===== config.mk =====
export PLATFORM = sky130hd
export DESIGN_NAME = mdau_top
export DESIGN_NICKNAME = d
export VERILOG_FILES = /design/src/mdau_pkg.sv /design/src/mdau_divider.sv /design/src/mdau_shifter.sv /design/src/mdau_top.sv
export SDC_FILE = /design/constraint.sdc
export NUM_CORES = 2
export LEC_CHECK = 0
export BUFFER_PORTS_ARGS = -buffer_cell sky130_fd_sc_hd__clkbuf_2
export CAP_MARGIN = 15
export CORE_ASPECT_RATIO = 0.8
export CORE_UTILIZATION = 55
export CTS_CLUSTER_SIZE = 14
export DETAILED_ROUTE_END_ITERATION = 7
export PLACE_DENSITY = 0.79
export REMOVE_ABC_BUFFERS = 1
export SYNTH_ARGS = -nofsm -noshare
export SYNTH_HDL_FRONTEND = slang
export SYNTH_SLANG_ARGS = --single-unit

===== constraint.sdc =====
create_clock -name clk_sys -period 81.3 [get_ports clk_sys]
set_input_delay 8.13 -clock clk_sys [delete_from_list [all_inputs] [get_ports clk_sys]]
set_output_delay 8.13 -clock clk_sys [all_outputs]
set_load 0.005 [all_outputs]

===== src/mdau_pkg.sv =====
/*
 Constants for the multiply/divide arithmetic unit: register
 addresses on page 1, field positions, codes and timing counts.
 Assumes an 8-bit special-function register bus from the core.
*/
package mdau_pkg;
	// ==========================================
	// register addresses
	localparam logic [7:0] ADDR_A_LO = 8'hA2;
	localparam logic [7:0] ADDR_A_HI = 8'hA3;
	localparam logic [7:0] ADDR_C_B0 = 8'hA4;
	localparam logic [7:0] ADDR_C_B1 = 8'hA5;
	localparam logic [7:0] ADDR_C_B2 = 8'hA6;
	localparam logic [7:0] ADDR_C_B3 = 8'hA7;
	localparam logic [7:0] ADDR_DIV_ALIAS = 8'hB1;
	localparam logic [7:0] ADDR_B_LO = 8'hB2;
	localparam logic [7:0] ADDR_B_HI = 8'hB3;
	localparam logic [7:0] ADDR_RES_B0 = 8'hB4;
	localparam logic [7:0] ADDR_RES_B1 = 8'hB5;
	localparam logic [7:0] ADDR_RES_B2 = 8'hB6;
	localparam logic [7:0] ADDR_RES_B3 = 8'hB7;
	localparam logic [7:0] ADDR_CFG_ONE = 8'hC2;
	localparam logic [7:0] ADDR_CFG_TWO = 8'hC3;
	// ==========================================
	// field positions
	localparam int CFG1_TRIGGER = 7;
	localparam int CFG1_CAP_MODE = 6;
	localparam int CFG1_OV_CAP = 5;
	localparam int CFG1_VIEW = 4;
	localparam int CFG1_SRC_HI = 3;
	localparam int CFG1_SRC_LO = 2;
	localparam int CFG1_MUL_HI = 1;
	localparam int CFG1_MUL_LO = 0;
	localparam int CFG2_CLR_HI = 7;
	localparam int CFG2_CLR_LO = 5;
	localparam int CFG2_INTEN = 4;
	localparam logic [7:0] CFG1_RESET = 8'h00;
	// ==========================================
	// codes
	localparam logic [1:0] SRC_ZERO = 2'h0;
	localparam logic [1:0] SRC_PREV = 2'h2;
	localparam logic [1:0] SRC_CONCAT = 2'h3;
	localparam logic [1:0] MUL_SQUARE = 2'h1;
	localparam logic [1:0] MUL_PREV = 2'h2;
	localparam logic [2:0] CLR_A = 3'h1;
	localparam logic [2:0] CLR_B = 3'h2;
	localparam logic [2:0] CLR_C = 3'h3;
	localparam logic [2:0] CLR_PREV = 3'h4;
	localparam logic [2:0] CLR_ALL = 3'h5;
	localparam logic [2:0] CLR_FLAGS = 3'h6;
	localparam logic [15:0] DIV_NEG_MAX = 16'h8000;
	localparam logic [15:0] DIV_MINUS_ONE = 16'hFFFF;
	localparam logic [15:0] DIV_IDLE_DIVIDEND = 16'h0000;
	localparam logic [15:0] DIV_IDLE_DIVISOR = 16'h0001;
	// ==========================================
	// timing
	localparam logic [2:0] DIV_CYCLES = 3'h5;
endpackage


===== src/mdau_divider.sv =====
/*
 Signed 16-bit divider taking a fixed number of cycles.
 Assumes operands are stable from the start pulse onward.
*/
module mdau_divider (
	input wire logic clk_sys,
	input wire logic rst_n,
	input wire logic start,
	input wire logic [15:0] dividend,
	input wire logic [15:0] divisor,
	output logic busy,
	output logic done,
	output logic [15:0] quotient,
	output logic [15:0] remainder
);
	typedef struct packed {
		logic [2:0] count;
		logic done;
		logic [15:0] quot;
		logic [15:0] rem;
	} mdau_div_state_t;

	mdau_div_state_t state_reg, state_next;
	logic out_range;

	// ==========================================
	// datapath
	// out of range pairs give a defined answer, never a trap
	assign out_range = (divisor == 16'h0000) ||
		(dividend == mdau_pkg::DIV_NEG_MAX && divisor == mdau_pkg::DIV_MINUS_ONE);

	always_comb begin
		state_next = state_reg;
		state_next.done = 1'b0;
		if (start) begin
			state_next.count = mdau_pkg::DIV_CYCLES;
		end else if (state_reg.count != 3'h0) begin
			state_next.count = state_reg.count - 3'h1;
			if (state_reg.count == 3'h1) begin
				state_next.done = 1'b1;
				if (out_range) begin
					state_next.quot = dividend;
					state_next.rem = 16'h0000;
				end else begin
					state_next.quot = 16'($signed(dividend) / $signed(divisor));
					state_next.rem = 16'($signed(dividend) % $signed(divisor));
				end
			end
		end
	end

	always_ff @(posedge clk_sys or negedge rst_n) begin
		if (!rst_n) begin
			state_reg <= '0;
		end else begin
			state_reg <= state_next;
		end
	end

	assign busy = (state_reg.count != 3'h0);
	assign done = state_reg.done;
	assign quotient = state_reg.quot;
	assign remainder = state_reg.rem;
endmodule // mdau_divider


===== src/mdau_shifter.sv =====
/*
 32-bit barrel shifter, purely combinational.
 Assumes the caller registers its output.
*/
module mdau_shifter (
	input wire logic [31:0] data_in,
	input wire logic shift_left,
	input wire logic [4:0] shift_count,
	output logic [31:0] data_out
);
	// ==========================================
	// shift
	// right shift is arithmetic so signed results scale down
	always_comb begin
		if (shift_left) begin
			data_out = data_in << shift_count;
		end else begin
			data_out = 32'($signed(data_in) >>> shift_count);
		end
	end
endmodule // mdau_shifter


===== src/mdau_top.sv =====
/*
 Multiply / accumulate / divide arithmetic unit behind the
 special-function register bus of a single-cycle core.
 Assumes the core selects page 1 and sets the unit enable
 before touching the registers; both arrive as plain inputs.
*/
// Overview of operation
// - multiply/add/shift one cycle, divide five
// - result follows operands, no start command
// - operands signed; unsigned needs 15-bit operands
// - A,B 16 bits; C, result, previous 32
// - barrel shifter sits before result register
// - trigger reads zero, captures in manual mode
// - auto capture on operand A low write
// - capture result on 32-bit overflow when enabled
// - view select picks current or previous result
// - adder source: zero, C, previous, C
// - source code 11 adds {A,B} to C
// - multiply command: AxB, AxA, AxPrevLow, AxB
// - inactive engine inputs forced to idle values
// - clear field write-only; clears single operand
// - code 101 clears all, 110 flags only
// - interrupt only with enable; divide or overflow
// - range flag on zero divisor or min/-1
// - 16-bit flag on carries from 15, 31
// - 32-bit flag when result exceeds 32 bits
// - flags optionally sticky until software clears
// - quotient high half, remainder low half
// - alias byte write stores, enters divide mode
// - addition: A upper half, B lower half
// - divide result bypasses the shifter
module mdau_top (
	input wire logic clk_sys,
	input wire logic rst_n,
	input wire logic arith_unit_enable,
	input wire logic page_one_selected,
	input wire logic [7:0] sfr_addr,
	input wire logic [7:0] sfr_wdata,
	input wire logic sfr_wr,
	input wire logic sfr_rd,
	output logic [7:0] sfr_rdata,
	input wire logic shift_left,
	input wire logic [4:0] shift_count,
	input wire logic flags_sticky,
	output logic busy,
	output logic irq
);
	typedef struct packed {
		logic [15:0] operand_a;
		logic [15:0] operand_b;
		logic [31:0] accumulator_operand;
		logic [31:0] result_register;
		logic [31:0] previous_result_store;
		logic [6:0] cfg_one;
		logic unit_interrupt_enable;
		logic division_range_flag;
		logic overflow_flag_16;
		logic overflow_flag_32;
		logic div_mode;
		logic [7:0] rdata;
		logic irq;
	} mdau_state_t;

	mdau_state_t state_reg, state_next;

	logic sel;
	logic wr;
	logic rd;
	logic [1:0] adder_source_select;
	logic [1:0] multiply_command;
	logic [15:0] multiplier_input_a;
	logic [15:0] multiplier_input_b;
	logic [15:0] divider_dividend_input;
	logic [15:0] divider_divisor_input;
	logic [31:0] product;
	logic [31:0] adder_in_a;
	logic [31:0] adder_in_b;
	logic [32:0] sum_wide;
	logic [16:0] low_sum;
	logic carry_15;
	logic carry_31;
	logic ovf_32;
	logic [31:0] shifted;
	logic [31:0] result_view;
	logic div_start;
	logic div_busy;
	logic div_done;
	logic [15:0] quotient;
	logic [15:0] remainder;
	logic range_now;
	logic [2:0] clear_code;
	logic cfg_two_wr;

	// ==========================================
	// bus decode
	assign sel = arith_unit_enable && page_one_selected;
	assign wr = sel && sfr_wr;
	assign rd = sel && sfr_rd;
	assign cfg_two_wr = wr && (sfr_addr == mdau_pkg::ADDR_CFG_TWO);
	assign clear_code = cfg_two_wr ?
		sfr_wdata[mdau_pkg::CFG2_CLR_HI:mdau_pkg::CFG2_CLR_LO] : 3'h0;

	assign adder_source_select =
		state_reg.cfg_one[mdau_pkg::CFG1_SRC_HI:mdau_pkg::CFG1_SRC_LO];
	assign multiply_command =
		state_reg.cfg_one[mdau_pkg::CFG1_MUL_HI:mdau_pkg::CFG1_MUL_LO];

	// ==========================================
	// multiplier and adder
	// idle engine inputs keep the unused engine quiet
	always_comb begin
		if (state_reg.div_mode) begin
			multiplier_input_a = 16'h0000;
			multiplier_input_b = 16'h0000;
			divider_dividend_input = state_reg.operand_a;
			divider_divisor_input = state_reg.operand_b;
		end else begin
			multiplier_input_a = state_reg.operand_a;
			divider_dividend_input = mdau_pkg::DIV_IDLE_DIVIDEND;
			divider_divisor_input = mdau_pkg::DIV_IDLE_DIVISOR;
			case (multiply_command)
				mdau_pkg::MUL_SQUARE: begin
					multiplier_input_b = state_reg.operand_a;
				end
				mdau_pkg::MUL_PREV: begin
					multiplier_input_b = state_reg.previous_result_store[15:0];
				end
				default: begin
					multiplier_input_b = state_reg.operand_b;
				end
			endcase
		end
	end

	assign product = 32'($signed(multiplier_input_a) * $signed(multiplier_input_b));

	always_comb begin
		case (adder_source_select)
			mdau_pkg::SRC_ZERO: begin
				adder_in_b = 32'h0000_0000;
			end
			mdau_pkg::SRC_PREV: begin
				adder_in_b = state_reg.previous_result_store;
			end
			default: begin
				adder_in_b = state_reg.accumulator_operand;
			end
		endcase
		if (adder_source_select == mdau_pkg::SRC_CONCAT) begin
			adder_in_a = {state_reg.operand_a, state_reg.operand_b};
		end else begin
			adder_in_a = product;
		end
	end

	assign sum_wide = {1'b0, adder_in_a} + {1'b0, adder_in_b};
	assign low_sum = {1'b0, adder_in_a[15:0]} + {1'b0, adder_in_b[15:0]};
	assign carry_15 = low_sum[16];
	assign carry_31 = sum_wide[32];
	// signed overflow: both inputs agree in sign, sum does not
	assign ovf_32 = !state_reg.div_mode &&
		(adder_in_a[31] == adder_in_b[31]) &&
		(sum_wide[31] != adder_in_a[31]);

	mdau_shifter u_shifter (
		.data_in(sum_wide[31:0]),
		.shift_left(shift_left),
		.shift_count(shift_count),
		.data_out(shifted)
	);

	// ==========================================
	// divider
	// the alias write itself starts a divide, even coming from multiply mode
	assign div_start = wr && (sfr_addr == mdau_pkg::ADDR_DIV_ALIAS ||
		(state_reg.div_mode && (sfr_addr == mdau_pkg::ADDR_A_LO ||
		sfr_addr == mdau_pkg::ADDR_A_HI ||
		sfr_addr == mdau_pkg::ADDR_B_HI)));

	mdau_divider u_divider (
		.clk_sys(clk_sys),
		.rst_n(rst_n),
		.start(div_start),
		.dividend(divider_dividend_input),
		.divisor(divider_divisor_input),
		.busy(div_busy),
		.done(div_done),
		.quotient(quotient),
		.remainder(remainder)
	);

	assign range_now = state_reg.div_mode &&
		((divider_divisor_input == 16'h0000) ||
		(divider_dividend_input == mdau_pkg::DIV_NEG_MAX &&
		divider_divisor_input == mdau_pkg::DIV_MINUS_ONE));

	assign result_view = state_reg.cfg_one[mdau_pkg::CFG1_VIEW] ?
		state_reg.previous_result_store : state_reg.result_register;

	// ==========================================
	// next state
	always_comb begin
		state_next = state_reg;
		state_next.irq = 1'b0;
		// result follows operands each cycle in multiply mode
		if (!state_reg.div_mode) begin
			state_next.result_register = shifted;
		end else if (div_done) begin
			state_next.result_register = {quotient, remainder};
		end

		// flags: event sets win over a same-cycle clear
		if (flags_sticky) begin
			state_next.overflow_flag_16 = state_reg.overflow_flag_16;
			state_next.overflow_flag_32 = state_reg.overflow_flag_32;
			state_next.division_range_flag = state_reg.division_range_flag;
		end else begin
			state_next.overflow_flag_16 = 1'b0;
			state_next.overflow_flag_32 = 1'b0;
			state_next.division_range_flag = 1'b0;
		end
		if (clear_code == mdau_pkg::CLR_FLAGS || clear_code == mdau_pkg::CLR_ALL) begin
			state_next.overflow_flag_16 = 1'b0;
			state_next.overflow_flag_32 = 1'b0;
			state_next.division_range_flag = 1'b0;
		end
		if (!state_reg.div_mode && (carry_15 || carry_31)) begin
			state_next.overflow_flag_16 = 1'b1;
		end
		if (ovf_32) begin
			state_next.overflow_flag_32 = 1'b1;
		end
		if (range_now) begin
			state_next.division_range_flag = 1'b1;
		end

		// previous result capture
		if (ovf_32 && state_reg.cfg_one[mdau_pkg::CFG1_OV_CAP]) begin
			state_next.previous_result_store = shifted;
		end
		if (wr && sfr_addr == mdau_pkg::ADDR_A_LO &&
			!state_reg.cfg_one[mdau_pkg::CFG1_CAP_MODE]) begin
			state_next.previous_result_store = state_reg.result_register;
		end
		if (wr && sfr_addr == mdau_pkg::ADDR_CFG_ONE &&
			sfr_wdata[mdau_pkg::CFG1_TRIGGER] &&
			state_reg.cfg_one[mdau_pkg::CFG1_CAP_MODE]) begin
			state_next.previous_result_store = state_reg.result_register;
		end

		// register writes
		if (wr) begin
			case (sfr_addr)
				mdau_pkg::ADDR_A_LO: begin
					state_next.operand_a[7:0] = sfr_wdata;
				end
				mdau_pkg::ADDR_A_HI: begin
					state_next.operand_a[15:8] = sfr_wdata;
				end
				mdau_pkg::ADDR_B_LO: begin
					state_next.operand_b[7:0] = sfr_wdata;
					state_next.div_mode = 1'b0;
				end
				mdau_pkg::ADDR_DIV_ALIAS: begin
					state_next.operand_b[7:0] = sfr_wdata;
					state_next.div_mode = 1'b1;
				end
				mdau_pkg::ADDR_B_HI: begin
					state_next.operand_b[15:8] = sfr_wdata;
				end
				mdau_pkg::ADDR_C_B0: begin
					state_next.accumulator_operand[7:0] = sfr_wdata;
				end
				mdau_pkg::ADDR_C_B1: begin
					state_next.accumulator_operand[15:8] = sfr_wdata;
				end
				mdau_pkg::ADDR_C_B2: begin
					state_next.accumulator_operand[23:16] = sfr_wdata;
				end
				mdau_pkg::ADDR_C_B3: begin
					state_next.accumulator_operand[31:24] = sfr_wdata;
				end
				mdau_pkg::ADDR_CFG_ONE: begin
					// trigger bit is an action, never stored
					state_next.cfg_one = sfr_wdata[6:0];
				end
				mdau_pkg::ADDR_CFG_TWO: begin
					state_next.unit_interrupt_enable = sfr_wdata[mdau_pkg::CFG2_INTEN];
				end
				default: begin
					state_next.div_mode = state_reg.div_mode;
				end
			endcase
		end

		// operand clears
		case (clear_code)
			mdau_pkg::CLR_A: begin
				state_next.operand_a = 16'h0000;
			end
			mdau_pkg::CLR_B: begin
				state_next.operand_b = 16'h0000;
			end
			mdau_pkg::CLR_C: begin
				state_next.accumulator_operand = 32'h0000_0000;
			end
			mdau_pkg::CLR_PREV: begin
				state_next.previous_result_store = 32'h0000_0000;
			end
			mdau_pkg::CLR_ALL: begin
				state_next.operand_a = 16'h0000;
				state_next.operand_b = 16'h0000;
				state_next.accumulator_operand = 32'h0000_0000;
				state_next.previous_result_store = 32'h0000_0000;
				state_next.result_register = 32'h0000_0000;
				state_next.div_mode = 1'b0;
			end
			default: begin
				state_next.operand_a = state_next.operand_a;
			end
		endcase

		// interrupt request, registered; one cycle per divide done, high each cycle that overflow lasts
		state_next.irq = state_reg.unit_interrupt_enable &&
			((state_reg.div_mode && div_done) || ovf_32);

		// read data registered one cycle after the strobe
		if (rd) begin
			case (sfr_addr)
				mdau_pkg::ADDR_A_LO: begin
					state_next.rdata = state_reg.operand_a[7:0];
				end
				mdau_pkg::ADDR_A_HI: begin
					state_next.rdata = state_reg.operand_a[15:8];
				end
				mdau_pkg::ADDR_B_LO, mdau_pkg::ADDR_DIV_ALIAS: begin
					state_next.rdata = state_reg.operand_b[7:0];
				end
				mdau_pkg::ADDR_B_HI: begin
					state_next.rdata = state_reg.operand_b[15:8];
				end
				mdau_pkg::ADDR_C_B0: begin
					state_next.rdata = state_reg.accumulator_operand[7:0];
				end
				mdau_pkg::ADDR_C_B1: begin
					state_next.rdata = state_reg.accumulator_operand[15:8];
				end
				mdau_pkg::ADDR_C_B2: begin
					state_next.rdata = state_reg.accumulator_operand[23:16];
				end
				mdau_pkg::ADDR_C_B3: begin
					state_next.rdata = state_reg.accumulator_operand[31:24];
				end
				mdau_pkg::ADDR_RES_B0: begin
					state_next.rdata = result_view[7:0];
				end
				mdau_pkg::ADDR_RES_B1: begin
					state_next.rdata = result_view[15:8];
				end
				mdau_pkg::ADDR_RES_B2: begin
					state_next.rdata = result_view[23:16];
				end
				mdau_pkg::ADDR_RES_B3: begin
					state_next.rdata = result_view[31:24];
				end
				mdau_pkg::ADDR_CFG_ONE: begin
					state_next.rdata = {1'b0, state_reg.cfg_one};
				end
				mdau_pkg::ADDR_CFG_TWO: begin
					state_next.rdata = {3'h0, state_reg.unit_interrupt_enable, 1'b0,
						state_reg.division_range_flag, state_reg.overflow_flag_16,
						state_reg.overflow_flag_32};
				end
				default: begin
					state_next.rdata = 8'h00;
				end
			endcase
		end
	end

	// ==========================================
	// state register
	always_ff @(posedge clk_sys or negedge rst_n) begin
		if (!rst_n) begin
			state_reg <= '0;
		end else begin
			state_reg <= state_next;
		end
	end

	assign sfr_rdata = state_reg.rdata;
	assign busy = div_busy;
	assign irq = state_reg.irq;
endmodule // mdau_top


== After elaboration in Yosys (flattened, before gate mapping) ==
Index checks and enable logic that the tools add are counted.
W data, S select, Z words.
Word-level totals
  register bits after elaboration: 185
  bits in latches: 0
  memory bits (writable): 0
  memory bits (read-only): 0
  input bits: 29
  output and inout port bits: 10
  memories kept: 0
Operators by class
  $add $sub $neg: 3
  $mul: 1
  div/mod/pow operators: 2
  $lt $le $gt $ge: 0
  equal/unequal tests: 34
  shift operators: 2
  multiplexer cells: 43
  bitwise operators: 1
  reductions and logical operators: 63
Operator list (count)
  $mux W32: 12
  $eq A8 B8 Y1 const B: 15
  $pmux W8 S14: 1
  $mux W16: 6
  $mux W33: 2
  $mux W64: 1
  $mux W8: 8
  $pmux W32 S2: 1
  $mux W36: 1
  $add A32 B32 Y33: 1
  $eq A16 B16 Y1 const B: 2
  $mul A16 B16 Y32: 1
  $pmux W16 S2: 1
  $shl A32 B5 Y32: 1
  $sshr A32 B5 Y32: 1
  $reduce_bool A2 Y1: 13
  $reduce_and A2 Y1: 11
  $logic_and A1 B1 Y1: 19
  $add A16 B16 Y17: 1
  $div A16 B16 Y16: 1
  $logic_not A16 Y1: 1
  $mod A16 B16 Y16: 1
  $mux W3: 4
  $ne A3 B1 Y1 const B: 4
  18 further kinds: 40

== Logic depth before layout (Yosys ltp) ==
  word-level depth: 13
  mapped depth: 167
  depth with buffers taken out: 148

== Modules after synthesis ==
A second synthesis with hierarchy kept.
Second synthesis, totals
  cells, all modules: 4570
  area, all modules: 36299.8 um^2
Modules (own cells, without submodules)
  mdau_top: instances 1, cells an instance 2460, area an instance 20877.5 um^2, sequential area each 3728.6 um^2
  mdau_divider: instances 1, cells an instance 1657, area an instance 11686.2 um^2, sequential area each 900.9 um^2
  mdau_shifter: instances 1, cells an instance 453, area an instance 3736.1 um^2, sequential area each 0.0 um^2

== Least setup slack after synthesis ==
Ideal clock, no wire load.
  kind: register to register
  from: register state_reg[9] (netlist bit)
  to: register u_divider.state_reg (netlist bit u_divider.remainder[15])
  library setup time: 0.121 ns
  data arrival time: 34.551 ns
  data required time: 81.179 ns
  path slack: 46.628 ns
  stages on the path, launching flop included: 154
  clock period less this slack: 34.672 ns
  cells stage by stage: dfrtp_1 -> clkbuf_1 -> clkbuf_1 -> clkbuf_1 -> clkbuf_1 -> clkbuf_1 -> clkbuf_1 -> clkbuf_1 -> buf_1 -> buf_1 -> nand2_1 -> ha_1 -> nor3b_2 -> a41oi_1 -> mux2i_1 -> or3_1 -> clkbuf_1 -> or4_4 -> [... 118 more ...] -> clkbuf_1 -> nor2_1 -> nor2_1 -> ha_1 -> o21a_1 -> o31a_1 -> o211ai_1 -> a32o_1 -> a21oi_1 -> inv_2 -> nand3_1 -> nor3_1 -> a31o_2 -> a211o_1 -> nor4b_1 -> a41oi_1 -> xnor2_1 -> a22o_1
Between the ends
  longest elaborated chain between the ends: 5
RTL lines
  start, declared: RTL line mdau_top.sv:64  | mdau_state_t state_reg, state_next;
  start signal, assigned: RTL line mdau_top.sv:387  | state_reg <= state_next;
  branches (longest 5 deep; another with $mod A16 B16 Y16)
  end signal, assigned: RTL line mdau_divider.sv:56  | state_reg <= state_next;
  end, declared: RTL line mdau_divider.sv:23  | mdau_div_state_t state_reg, state_next;
Parallel ways; which one is timed is not known.
A chain may end at the register's enable or synchronous reset.

== Final worst setup path ==
Same ends and word-level chain as after synthesis.

==> flow_metrics.tcl <==
set metrics [dict create \
    cts_buffers 17 \
    synth_area_per_cell_um2 7.64 \
    crit_arrival_ps 42640 \
    cp_common_cell "ha_1" \
    dieArea_um2 66200 \
    place.gp.congestion 1.08 \
    synth_top_area_share_pct 14.8 \
    wl_met3_um 21900 \
    max_cap_viol_count 0 \
    synth_seq_cells 185 \
    dieHeight_um 230 \
    worstSkewPairLatency_ps 460 \
    drt_first_pass_iters 8 \
    synthFlopType "dfrtp_1" \
    tns_ps 0 \
    reg2reg_from "state_reg[9]" \
    fin_crit_ps 42300 \
    root_buffer "clkbuf_16" \
    drv_slew 0 \
    drt_iter0_drc 6299 \
    outcome "complete, but fails checks" \
    drc_errors 3 \
    synth_edf_count 0 \
    worstMarginPinSlew_ps 1230 \
    crit_fanout 61 \
    portBuffers 38 \
    hold_start "sfr_rdata[4]" \
    h-tree-depth 4 \
    rsz0062_at_grt "no" \
    startpoint_type "flop" \
    slowest_delay_ps 940 \
    worstSetupStartpoint "state_reg[9]" \
    dr_wl_met2_um 54200 \
    setup_viol 0 \
    floorplan.initialDensity_pct 55.8 \
    cts_sinks 185 \
    nets 5069 \
    path_class "flop to flop" \
    clk_pin_slew_ps 80 \
    post_cts_buffers 0 \
    cts_buffer_depth 2 \
    synth_area_leaders "fa_1 15%, dfrtp_1 13%, ha_1 9.0%" \
    grt_pass1_vias 34300 \
    synth.distinct_cells 96 \
    violations "design-rule violations" \
    drtAntennaViolNets 0 \
    fin_skew_ps 10.6 \
    io-pin-count 39 \
    dpl.hpwl_um 106000 \
    endpoint_kind "flop" \
    cpMaxStageDelayCell "nor4_1" \
    relSlewSlack_pct 18.0 \
    vias 37500 \
    syn2layout_area_growth_pct 3.75 \
    fin_util_pct 57.9 \
    vias_per_cell 6.97 \
    netlist_instances 4689 \
    num_rows 83 \
    seq_area_frac_synth_pct 12.9 \
    ctsResizeCount 0 \
    routed_wl_um 138000 \
    hold_class "flop to flop" \
    top_layer "met4" \
    die_width_um 287 \
    antenna_found_initial 3 \
    final-hold-violation-count 0 \
    grt_pass1_wl_um 209000 \
    tritoncts "done" \
    overflow 0 \
    async_reset_ff_share_pct 100 \
    layout_worst_path_cycle_share_pct 52.0 \
    grt_max_degree 76 \
    largest_reg_flops 136 \
    drt-met1-wl_um 57500 \
    grt_util_all_layers_pct 41.0 \
    coreArea_um2 64300 \
    clock.fmax_mhz 23.6 \
    cts_hold_buf 0 \
    drive_gt1_share_pct 6.58 \
    yosys_warnings 0 \
    yosysTopAreaCell "fa_1" \
    netlist_area_um2 35800 \
    wl_per_cell_um 25.6 \
    worstPathRequired_ps 81650 \
]
-- final timing paths --
kind	endpoint	slack, ps	depth (start not counted)
max	u_divider.remainder[15]	39000	142
min	sfr_rdata[4]	490	2
max reg2reg	u_divider.remainder[15]	39000	142
min reg2reg	sfr_rdata[4]	490	2
max in group asynchronous	state_reg[133]	72370	2
min in group asynchronous	sfr_rdata[2]	7650	1
-- per-stage QoR --
step           setup WS, ps  instances  hold WS (ps)  cell area (µm²)
2_1_floorplan         44070       4380           444            34600
3_3_place_gp          42110       5343           462            36500
3_5_place_dp          40810       5343           463            36500
4_1_cts               40660       5375           485            37200
5_1_grt               36550       5381           510            37200
6_report              39000       5382           488            37200
-- synthesized netlist by cell type (all sizes together) (15+ instances only) --
master	number
a2111oi	18
a211o	17
a211oi	89
a21o	93
a21oi	304
a221oi	22
a22o	57
a22oi	48
a31oi	68
and2	122
and3	33
buf	38
clkbuf	271
dfrtp	185
fa	265
ha	259
inv	350
mux2	69
mux2i	75
mux4	15
nand2	589
nand2b	53
nand3	124
nand3b	16
nand4	34
nor2	385
nor2b	33
nor3	128
nor4	33
o2111ai	15
o211ai	49
o21a	59
o21ai	253
o31a	17
o31ai	41
or2	26
or3	36
or4	15
xnor2	106
xor2	55
-- cells in the final DEF (no fill, tap or decap), types with 22 or more instances in the layout --
master    instances
inv_1           347
nand3_1         124
nor4_1           27
clkbuf_2         37
or3_1            35
a22oi_1          48
a21oi_1         302
nand2b_1         53
nor2_1          385
o21a_1           59
a21o_1           93
nor3_1          125
o211ai_1         49
and3_1           33
ha_1            259
a211oi_1         88
nand4_1          33
and2_1          121
nand2_1         589
buf_4            78
a221oi_1         22
mux2i_1          75
xor2_1           55
o31ai_1          41
a22o_1           57
dfrtp_1         184
xnor2_1         106
o21ai_0         249
nor2b_1          33
or2_2            25
fa_1            265
a31oi_1          67
mux2_2           68
-- per-layer routing --
layer / up-vias / GRT usage, %
met2: 2886 / 55.1
met5: - / 0
met3: 326 / 14.3
met4: 0 / 12.0
met1: 17900 / 60.8
li1: 16400 / -
-- final cells by class --
| type | count | area, µm² |
|---|---|---|
| Antenna cell | 3 | 7.51 |
| Inverter | 352 | 1330 |
| Tap cell | 850 | 1060 |
| Sequential cell | 185 | 4630 |
| Clock buffer | 19 | 453 |
| Fill cell | 5941 | 27100 |
| Multi-Input combinational cell | 3843 | 28700 |
| Timing Repair Buffer | 117 | 796 |
| Clock inverter | 13 | 179 |
-- cell families after synthesis --
| family | Yosys count | share of synthesized area (%) |
|---|---|---|
| fa+ha+maj | 524 | 23.8 |
| flops | 185 | 12.9 |
| compound gates | 1332 | 25.1 |
| xor+xnor | 161 | 3.93 |
| buf+inv | 661 | 7.08 |
| mux | 159 | 5.21 |
| simple gates | 1667 | 22.0 |
-- worst max-delay path: cells and delay by family, from the launching register on --
kind | cells | cell delay (ps)
flip-flops | 1 | 880
buffers and inverters | 14 | 2760
XOR/XNOR | 1 | 180
multiplexers | 4 | 1530
AO/OA/AOI/OAI | 66 | 17380
adder cells (fa/ha/maj) | 16 | 5380
AND/OR/NAND/NOR | 41 | 14000
Power is left out: the tool's default activity adds up to more than one toggle a clock period on the data nets, which glitch-free logic cannot reach.
